--- src/inc/boot_loader_cfg.svh ---
// Purpose: Named constants for the boot table loader
// Assumes: Included by bare name from the loader package and core
// Notes:   Definitions only
`ifndef BOOT_LOADER_CFG_SVH
`define BOOT_LOADER_CFG_SVH

// Register byte addresses
`define REG_CTRL        8'h00
`define REG_STATUS      8'h04
`define REG_CONFIG      8'h08
`define REG_EPROM_LEN   8'h0c
`define REG_ENTRY       8'h10

// Control register fields
`define CTRL_START_BIT  0
`define CTRL_SRC_LSB    1
`define CTRL_SRC_MSB    2

// Header status byte fields and the rate byte's top bit
`define STAT_LEN_MSB    2
`define STAT_LEN_LSB    0
`define STAT_ENABLE_BIT 3
`define STAT_WIDE_BIT   4
`define RATE_TOP_BIT    7

// Configuration byte fields
`define CFG_MASK_MSB    5
`define CFG_MAP_MSB     7
`define CFG_MAP_LSB     6

// Sizes and addresses
`define LEN_W           11
`define EPROM_BASE      16'h8000
`define EPROM_LEN_RST   11'h000
`define RAM_B0_BASE     16'h0200
`define BUF_DEPTH       2'h2

`endif

--- src/inc/boot_loader_pkg.sv ---
// Purpose: Types shared by the boot table loader
// Assumes: Constants come from boot_loader_cfg.svh
// Notes:   No logic here
`default_nettype none
`include "boot_loader_cfg.svh"

package boot_loader_pkg;

  typedef enum logic [1:0] {
    SRC_PARALLEL = 2'h0,
    SRC_SERIAL   = 2'h1,
    SRC_EPROM    = 2'h2
  } src_mode_t;

  typedef enum logic [3:0] {
    ST_IDLE    = 4'h0,
    ST_RATE    = 4'h1,
    ST_STATUS  = 4'h2,
    ST_CONFIG  = 4'h3,
    ST_LENGTH  = 4'h4,
    ST_DATA_LO = 4'h5,
    ST_DATA_HI = 4'h6,
    ST_SYNC    = 4'h7,
    ST_EP_HI   = 4'h8,
    ST_EP_LO   = 4'h9,
    ST_DRAIN   = 4'ha,
    ST_ABORT   = 4'hb
  } load_state_t;

  typedef struct packed {
    logic [`LEN_W-1:0] addr;
    logic [15:0]       data;
  } ram_word_t;

  typedef struct packed {
    logic [3:0] prog;
    logic [3:0] data;
  } mem_map_t;

endpackage

`default_nettype wire

--- src/core/boot_table_loader.sv ---
// Purpose: Boot table loader: header decode, one section into RAM block zero
// Assumes: Byte stream from parallel port or serial receiver on pclk; APB host
// Notes:   Two-entry buffer before the RAM write port absorbs RAM stalls
//
// The implementer's own choices: the APB slave port and the register offsets.
`timescale 1ns/10ps
`default_nettype none
`include "boot_loader_cfg.svh"

module boot_table_loader (
  // APB slave
  input  wire logic                         pclk,
  input  wire logic                         presetn,
  input  wire logic                         psel,
  input  wire logic                         penable,
  input  wire logic                         pwrite,
  input  wire logic [7:0]                   paddr,
  input  wire logic [31:0]                  pwdata,
  output logic                              pready,
  output logic                              pslverr,
  output logic [31:0]                       prdata,
  // Boot byte stream (parallel port or serial receiver)
  input  wire logic                         src_valid,
  input  wire logic [15:0]                  src_data,
  output logic                              src_ready,
  // Global memory read for EPROM boot
  output logic                              eprom_rd,
  output logic [15:0]                       eprom_addr,
  input  wire logic                         eprom_ack,
  input  wire logic [7:0]                   eprom_data,
  // RAM block zero write port
  output logic                              ram_we,
  output boot_loader_pkg::ram_word_t        ram_word,
  input  wire logic                         ram_ready,
  // Configuration results
  output logic [`CFG_MASK_MSB:0]            interrupt_mask_reg,
  output boot_loader_pkg::mem_map_t         mem_map,
  output logic                              exec_start,
  output logic [15:0]                       exec_addr
);

  boot_loader_pkg::load_state_t state_r;
  boot_loader_pkg::src_mode_t   src_r;
  boot_loader_pkg::ram_word_t   buf_r [0:1];
  boot_loader_pkg::ram_word_t   push_word;
  logic [`LEN_W-1:0]            len_r;
  logic [`LEN_W-1:0]            count_r;
  logic [`LEN_W-1:0]            eprom_len_r;
  logic [7:0]                   lo_byte_r;
  logic [7:0]                   cfg_r;
  logic [2:0]                   len_hi_r;
  logic                         wide_r;
  logic                         done_r;
  logic                         abandon_r;
  logic [1:0]                   buf_cnt_r;
  logic                         buf_wptr_r;
  logic                         buf_rptr_r;
  logic                         push;
  logic                         pop;
  logic                         buf_full;
  logic                         take;
  logic                         start;
  logic                         busy;
  logic                         wr_access;
  logic                         mapped;
  logic [31:0]                  rd_nxt;

  // APB decode: zero wait states, reads captured in the setup cycle
  assign pready    = 1'b1;
  assign wr_access = psel & penable & pwrite;
  assign mapped    = (paddr == `REG_CTRL) | (paddr == `REG_STATUS) | (paddr == `REG_CONFIG)
                   | (paddr == `REG_EPROM_LEN) | (paddr == `REG_ENTRY);
  assign pslverr   = psel & penable & ~mapped;
  assign busy      = (state_r != boot_loader_pkg::ST_IDLE);
  // Start while busy is dropped: one section per boot
  assign start     = wr_access & (paddr == `REG_CTRL) & pwdata[`CTRL_START_BIT] & ~busy;

  always_comb begin
    rd_nxt = 32'h0000_0000;
    unique case (paddr)
      `REG_CTRL:      rd_nxt[`CTRL_SRC_MSB:`CTRL_SRC_LSB] = src_r;
      `REG_STATUS:    rd_nxt = {16'h0000, 1'b0, count_r, abandon_r, done_r, wide_r, busy};
      `REG_CONFIG:    rd_nxt[7:0] = cfg_r;
      `REG_EPROM_LEN: rd_nxt[`LEN_W-1:0] = eprom_len_r;
      `REG_ENTRY:     rd_nxt[15:0] = exec_addr;
      default:        rd_nxt = 32'h0000_0000;
    endcase
  end

  always_ff @(posedge pclk or negedge presetn) begin
    if (!presetn) begin
      prdata <= 32'h0000_0000;
    end else if (psel & ~penable & ~pwrite) begin
      prdata <= rd_nxt;
    end
  end

  always_ff @(posedge pclk or negedge presetn) begin
    if (!presetn) begin
      src_r       <= boot_loader_pkg::SRC_PARALLEL;
      eprom_len_r <= `EPROM_LEN_RST;
    end else if (wr_access & ~busy) begin
      if (paddr == `REG_CTRL) begin
        src_r <= boot_loader_pkg::src_mode_t'(pwdata[`CTRL_SRC_MSB:`CTRL_SRC_LSB]);
      end
      if (paddr == `REG_EPROM_LEN) begin
        eprom_len_r <= pwdata[`LEN_W-1:0];
      end
    end
  end

  // Byte taken from the stream this cycle; data bytes wait for buffer room
  always_comb begin
    src_ready = 1'b0;
    unique case (state_r)
      boot_loader_pkg::ST_RATE, boot_loader_pkg::ST_STATUS, boot_loader_pkg::ST_CONFIG,
      boot_loader_pkg::ST_LENGTH, boot_loader_pkg::ST_SYNC: src_ready = 1'b1;
      boot_loader_pkg::ST_DATA_LO, boot_loader_pkg::ST_DATA_HI: src_ready = ~buf_full;
      default: src_ready = 1'b0;
    endcase
  end
  assign take = src_valid & src_ready;

  // Word assembly: byte-wide stream low byte first, EPROM high byte first
  always_comb begin
    push              = 1'b0;
    push_word.addr    = count_r;
    push_word.data    = src_data;
    unique case (state_r)
      boot_loader_pkg::ST_DATA_LO: begin
        push = take & wide_r;
      end
      boot_loader_pkg::ST_DATA_HI: begin
        push           = take;
        push_word.data = {src_data[7:0], lo_byte_r};
      end
      boot_loader_pkg::ST_EP_LO: begin
        // A stray answer while the read is held off must not overrun the buffer
        push           = eprom_ack & ~buf_full;
        push_word.data = {lo_byte_r, eprom_data};
      end
      default: push = 1'b0;
    endcase
  end

  always_ff @(posedge pclk or negedge presetn) begin
    if (!presetn) begin
      state_r   <= boot_loader_pkg::ST_IDLE;
      len_hi_r  <= 3'h0;
      len_r     <= {`LEN_W{1'b0}};
      count_r   <= {`LEN_W{1'b0}};
      lo_byte_r <= 8'h00;
      wide_r    <= 1'b0;
      done_r    <= 1'b0;
      abandon_r <= 1'b0;
    end else begin
      if (push) begin
        count_r <= count_r + `LEN_W'(1);
      end
      unique case (state_r)
        boot_loader_pkg::ST_IDLE: begin
          if (start) begin
            done_r    <= 1'b0;
            abandon_r <= 1'b0;
            count_r   <= {`LEN_W{1'b0}};
            wide_r    <= 1'b0;
            if (src_r == boot_loader_pkg::SRC_EPROM) begin
              len_r   <= eprom_len_r;
              state_r <= (eprom_len_r == {`LEN_W{1'b0}}) ? boot_loader_pkg::ST_DRAIN
                                                         : boot_loader_pkg::ST_EP_HI;
            end else if (src_r == boot_loader_pkg::SRC_SERIAL) begin
              state_r <= boot_loader_pkg::ST_RATE;
            end else begin
              state_r <= boot_loader_pkg::ST_STATUS;
            end
          end
        end
        boot_loader_pkg::ST_RATE: begin
          // Bytes without the top bit are skipped while the line settles
          if (take & src_data[`RATE_TOP_BIT]) begin
            state_r <= boot_loader_pkg::ST_STATUS;
          end
        end
        boot_loader_pkg::ST_STATUS: begin
          if (take) begin
            len_hi_r <= src_data[`STAT_LEN_MSB:`STAT_LEN_LSB];
            // Wide transfers only exist on the parallel port; bits 7:5 are dropped
            wide_r   <= src_data[`STAT_WIDE_BIT] & (src_r == boot_loader_pkg::SRC_PARALLEL);
            state_r  <= src_data[`STAT_ENABLE_BIT] ? boot_loader_pkg::ST_CONFIG
                                                  : boot_loader_pkg::ST_ABORT;
          end
        end
        boot_loader_pkg::ST_CONFIG: begin
          if (take) begin
            state_r <= boot_loader_pkg::ST_LENGTH;
          end
        end
        boot_loader_pkg::ST_LENGTH: begin
          if (take) begin
            len_r   <= {len_hi_r, src_data[7:0]};
            state_r <= ({len_hi_r, src_data[7:0]} == {`LEN_W{1'b0}}) ? boot_loader_pkg::ST_SYNC
                                                                     : boot_loader_pkg::ST_DATA_LO;
          end
        end
        boot_loader_pkg::ST_DATA_LO: begin
          if (take) begin
            lo_byte_r <= src_data[7:0];
            if (!wide_r) begin
              state_r <= boot_loader_pkg::ST_DATA_HI;
            end else if (count_r == len_r - `LEN_W'(1)) begin
              state_r <= boot_loader_pkg::ST_SYNC;
            end
          end
        end
        boot_loader_pkg::ST_DATA_HI: begin
          if (take) begin
            state_r <= (count_r == len_r - `LEN_W'(1)) ? boot_loader_pkg::ST_SYNC
                                                       : boot_loader_pkg::ST_DATA_LO;
          end
        end
        boot_loader_pkg::ST_SYNC: begin
          if (take) begin
            state_r <= boot_loader_pkg::ST_DRAIN;
          end
        end
        boot_loader_pkg::ST_EP_HI: begin
          if (eprom_ack) begin
            lo_byte_r <= eprom_data;
            state_r   <= boot_loader_pkg::ST_EP_LO;
          end
        end
        boot_loader_pkg::ST_EP_LO: begin
          if (eprom_ack & ~buf_full) begin
            state_r <= (count_r == len_r - `LEN_W'(1)) ? boot_loader_pkg::ST_DRAIN
                                                       : boot_loader_pkg::ST_EP_HI;
          end
        end
        boot_loader_pkg::ST_DRAIN: begin
          // Done only once the last word has left the buffer
          if (buf_cnt_r == 2'h0) begin
            done_r  <= 1'b1;
            state_r <= boot_loader_pkg::ST_IDLE;
          end
        end
        boot_loader_pkg::ST_ABORT: begin
          abandon_r <= 1'b1;
          state_r   <= boot_loader_pkg::ST_IDLE;
        end
        default: state_r <= boot_loader_pkg::ST_IDLE;
      endcase
    end
  end

  // Configuration byte applied as it arrives; no RAM write happens in the header
  always_ff @(posedge pclk or negedge presetn) begin
    if (!presetn) begin
      cfg_r <= 8'h00;
    end else if ((state_r == boot_loader_pkg::ST_CONFIG) & take) begin
      cfg_r <= src_data[7:0];
    end
  end

  assign interrupt_mask_reg = cfg_r[`CFG_MASK_MSB:0];

  // Blocks: bit 0 ram_block_zero .. bit 3 ram_block_three; code 11 falls back to 00
  always_comb begin
    unique case (cfg_r[`CFG_MAP_MSB:`CFG_MAP_LSB])
      2'h1:    mem_map = '{prog: 4'h3, data: 4'h4};
      2'h2:    mem_map = '{prog: 4'hb, data: 4'h0};
      default: mem_map = '{prog: 4'h1, data: 4'h6};
    endcase
  end

  // EPROM read: request held until acknowledged
  assign eprom_rd   = (state_r == boot_loader_pkg::ST_EP_HI) | ((state_r == boot_loader_pkg::ST_EP_LO) & ~buf_full);
  assign eprom_addr = `EPROM_BASE + {4'h0, count_r, (state_r == boot_loader_pkg::ST_EP_LO)};

  // Start pulse one cycle after the last word is written
  always_ff @(posedge pclk or negedge presetn) begin
    if (!presetn) begin
      exec_start <= 1'b0;
    end else begin
      exec_start <= (state_r == boot_loader_pkg::ST_DRAIN) & (buf_cnt_r == 2'h0);
    end
  end
  assign exec_addr = `RAM_B0_BASE;

  // Two-entry buffer between assembly and the RAM port
  assign buf_full = (buf_cnt_r == `BUF_DEPTH);
  assign ram_we   = (buf_cnt_r != 2'h0);
  assign ram_word = buf_r[buf_rptr_r];
  assign pop      = ram_we & ram_ready;

  always_ff @(posedge pclk or negedge presetn) begin
    if (!presetn) begin
      buf_cnt_r  <= 2'h0;
      buf_wptr_r <= 1'b0;
      buf_rptr_r <= 1'b0;
    end else begin
      if (push) begin
        buf_wptr_r <= ~buf_wptr_r;
      end
      if (pop) begin
        buf_rptr_r <= ~buf_rptr_r;
      end
      buf_cnt_r <= buf_cnt_r + {1'b0, push} - {1'b0, pop};
    end
  end

  generate
    for (genvar i = 0; i < 2; i++) begin : g_buf
      always_ff @(posedge pclk or negedge presetn) begin
        if (!presetn) begin
          buf_r[i] <= '0;
        end else if (push & (buf_wptr_r == 1'(i))) begin
          buf_r[i] <= push_word;
        end
      end
    end
  endgenerate

endmodule

`default_nettype wire

--- config.mk ---
export PLATFORM = sky130hd
export DESIGN_NAME = boot_table_loader
export DESIGN_NICKNAME = d
export VERILOG_FILES = /design/src/inc/boot_loader_pkg.sv /design/src/core/boot_table_loader.sv
export VERILOG_INCLUDE_DIRS = /design/src /design/src/inc
export SDC_FILE = /design/constraint.sdc
export NUM_CORES = 1
export LEC_CHECK = 0
export BUFFER_PORTS_ARGS = -buffer_cell sky130_fd_sc_hd__buf_4
export CAP_MARGIN = 20
export CORE_ASPECT_RATIO = 1.25
export CORE_MARGIN = 1
export CORE_UTILIZATION = 40
export CTS_CLUSTER_SIZE = 30
export DETAILED_ROUTE_END_ITERATION = 8
export GPL_TIMING_DRIVEN = 0
export PLACE_DENSITY = 0.72
export REMOVE_ABC_BUFFERS = 1
export SYNTH_ARGS = -nofsm -noshare
export SYNTH_HDL_FRONTEND = slang
export SYNTH_SLANG_ARGS = --single-unit
--- constraint.sdc ---
create_clock -name pclk -period 2.3 [get_ports pclk]
set_input_delay 0.115 -clock pclk [delete_from_list [all_inputs] [get_ports pclk]]
set_output_delay 0.115 -clock pclk [all_outputs]
set_load 0.01 [all_outputs]
==> flow_summary.toml <==
[run_status]
status = "complete, but fails checks"
violations = "setup timing"

[job]
maxCapViolCount = 0

[worst_setup_path]
r2r_cells = 9
path_max_fanout = 4
reg2reg_to = "state_r[1]$_DFFE_PN0P_"
arrival_ns = 2.77
required_ns = 2.62
reg2reg_slack_ns = -0.16
slowest_delay_ns = 0.52
crit_path_cell_trace = "inv_2 -> ha_4 -> or4b_4 -> or4b_4 -> a21oi_4 -> nor2_4 -> nor4b_2 -> a21oi_1 -> o32ai_2"
rr_startpoint = "len_r[0]$_DFFE_PN0P_"
cp_common_cell = "or4b_4"
crit_path_start_kind = "flop"
criticalPathCategory = "flop to flop"
end_kind = "flop"
cpMaxStageDelayCell = "or4b_4"

[floorplanning]
row_count = 55
core_area_mm2 = 0.0182
design.portCount = 183
die_w_um = 124
dieArea_mm2 = 0.0192
fp.dieH_um = 155
initial_core_util = 0.411

[timing]
fin_crit_ns = 2.46
rsz0062_at_grt = "true"
slew_headroom = 0.357
hold_viol = 0
period_share = 1.07
setup_viol = 1
worstMarginPinSlew_ns = 0.960
finalWorstSetupSlack_ns = -0.157
fin_worst_skew_ns = 0.00709
max_freq_mhz = 407
slew_viol_final = 0

[route]
drtIter0Drc = 310
via_per_inst = 5.37
first_pass_iters = 5
remaining_drc_errors = 0
wl_um = 19600
wl_per_cell_um = 17.5
final_antenna_net_count = 0
routed-via-count = 6017

[power]
p_per_area_mw_per_mm2 = 1210
static-leakage-power_nw = 4.46
ir_drop_mv = 0.638

[place]
dpl_cell_area_mm2 = 0.00828
port_buffers = 119
hpwlAfterDp_um = 12600
gp_congestion = 0.834
post-place-ws_ns = -1.44
dp.cells = 1032

[finish]
final_net_count = 959
stdcell_count = 1121
area_growth_pct = 30.0
layout-drive-gt1-share = 0.363
finalInstanceArea_mm2 = 0.00971
num_antenna_cells = 0

[min_path]
holdPathStages = 3
min_to = "buf_r[14]$_DFFE_PN0P_"
hp-class = "input port to flop"
holdCritStartpoint = "src_data[14]"

[grt]
antenna_found_initial = 0
grt_pass1_vias = 5757
overflow = 0
grt_max_degree = 71
grt_pass1_wl_um = 30300
grt_usage = 0.201

[synthesis]
seq_area_frac_synth = 0.452
netlist_instances = 740
synth_edf_count = 0
synthFlopType = "dfrtp_1"
netlist_area_mm2 = 0.00747
ys_async_sr_fraction = 1.00
ys_types = 62
synth_area_per_cell_um2 = 10.1
ys_seq_elements = 135
yosysWarnings = 0

[clocking]
clkTransAtPathRegs_ns = 0.06
cts_root_buf = "clkbuf_16"
cts_buffers = 17
h-tree-depth = 4
clock-sinks = 135
insertion_delay_ns = 0.42
cts_tree = "built"
clock_path_buffers = 2
-- worst max-delay path: cells and delay by family (launching register included) --
family	cells	cell delay [ns]
adders and majority gates	1	0.12
buffers and inverters	1	0.07
and+or+nand+nor	4	1.31
AOI/OAI and AO/OA	3	0.45
DFF	1	0.40
-- through the flow --
stage                     setup TNS (ns)   util  hold slack, ns  power (mW)
after detailed placement          -76.56  0.456           0.150        7.87
after global placement           -128.58  0.450           0.329        7.68
after CTS                         -0.462  0.520        0.000680        11.3
final                             -0.157  0.534          0.0185        11.7
after floorplan                   -53.23      -          -0.181        6.30
after global routing              -0.670  0.534          0.0104        12.4
-- timing repair --
action	in CTS	in global routing
hold endpoints to repair	91	0
hold buffers	22	0
gates cloned	2	2
pin swaps	12	17
resized for setup	38	32
endpoints found under the setup margin	89	70
buffers inserted	23	9
-- metal layers --
layer / wire length, µm / up-vias / track usage
met1: 8130 / 2962 / 0.247
met2: 9940 / 210 / 0.347
li1: - / 2815 / -
met3: 1060 / 30 / 0.0380
met4: 426 / 0 / 0.0809
met5: 0 / - / 0
-- layout by cell type, fill, tap and decap left out, types with 8 or more instances in the layout --
master / n
mux2i_1: 23
xor2_1: 9
o21ai_0: 36
nand3_1: 10
xnor2_1: 16
a21oi_1: 60
mux2_2: 69
dfrtp_1: 128
conb_1: 42
nor3_1: 8
nor2_1: 61
clkbuf_16: 17
nor2_4: 8
a22o_1: 20
buf_4: 149
nand2_1: 62
dlygate4sd3_1: 22
-- Yosys cell counts (2+ instances only) --
cell | count | area [µm²]
or2_2 | 4 | 25.0
and3_1 | 5 | 31.3
nand4_1 | 7 | 43.8
o31ai_1 | 3 | 22.5
nor2b_1 | 6 | 37.5
ha_1 | 6 | 75.1
a22oi_1 | 7 | 52.6
buf_2 | 5 | 25.0
or4_1 | 2 | 15.0
mux2_1 | 2 | 22.5
nand3_1 | 10 | 50.1
inv_1 | 10 | 37.5
nand2_1 | 63 | 236
conb_1 | 2 | 7.51
nor4b_2 | 5 | 75.1
clkbuf_1 | 35 | 131
nor4_1 | 8 | 50.1
o211ai_1 | 3 | 22.5
o21ai_0 | 36 | 180
xnor2_1 | 18 | 158
nor3_1 | 11 | 55.1
mux4_2 | 2 | 45.0
nor2_1 | 65 | 244
and3b_1 | 2 | 17.5
mux2i_1 | 23 | 230
a41oi_1 | 2 | 17.5
xor2_1 | 9 | 78.8
a21oi_1 | 63 | 315
mux2_2 | 75 | 845
buf_4 | 61 | 458
nand2b_1 | 4 | 25.0
a21o_1 | 2 | 15.0
a221o_1 | 2 | 20.0
dfrtp_1 | 135 | 3380
a22o_1 | 20 | 175
-- flip-flops by register name, indices dropped and copies added, names as in the netlist, 2 cells and up --
register and count:
buf_cnt_r 2, buf_r 54, cfg_r 8, count_r 11, eprom_len_r 11, len_hi_r 3
len_r 11, lo_byte_r 8, prdata 15, src_r 2, state_r 4
-- worst max path at each step --
| stage | slack [ns] | start | depth (start not counted) | to |
|---|---|---|---|---|
| after global routing | -0.23 | len_r[0]$_DFFE_PN0P_ | 9 | state_r[1]$_DFFE_PN0P_ |
| after CTS | -0.18 | len_r[0]$_DFFE_PN0P_ | 9 | state_r[1]$_DFFE_PN0P_ |
| after global placement | -1.94 | state_r[3]$_DFFE_PN0P_ | 6 | buf_r[19]$_DFFE_PN0P_ |
| after detailed placement | -1.44 | state_r[3]$_DFFE_PN0P_ | 8 | buf_r[50]$_DFFE_PN0P_ |
| after floorplan | -0.91 | state_r[3]$_DFFE_PN0P_ | 5 | len_r[0]$_DFFE_PN0P_ |
| final | -0.16 | len_r[0]$_DFFE_PN0P_ | 9 | state_r[1]$_DFFE_PN0P_ |
-- power by group --
group | internal (mW) | switching, mW | total (mW)
logic | 2.71 | 2.55 | 5.26
clock network | 1.72 | 0.985 | 2.70
registers | 3.03 | 0.727 | 3.76
-- cells by family after synthesis --
| family | share of synthesized area |
|---|---|
| AOI/OAI and AO/OA | 0.129 |
| xor gates and xnor gates | 0.0317 |
| adders and majority gates | 0.0100 |
| buffers and inverters | 0.0881 |
| DFF | 0.452 |
| muxes | 0.153 |
| other | 0.00101 |
| and+or+nand+nor | 0.135 |
-- final cells by class --
| class | count | area [µm²] |
|---|---|---|
| multi-input cells | 537 | 3940 |
| clock buffers | 22 | 454 |
| clock inverters | 9 | 126 |
| repair buffers | 179 | 1470 |
| inverters | 11 | 48.8 |
| flip-flops and latches | 135 | 3390 |
| fillers | 1576 | 8460 |
| well taps | 228 | 285 |
No activity file was read; power rests on OpenSTA's default activity.
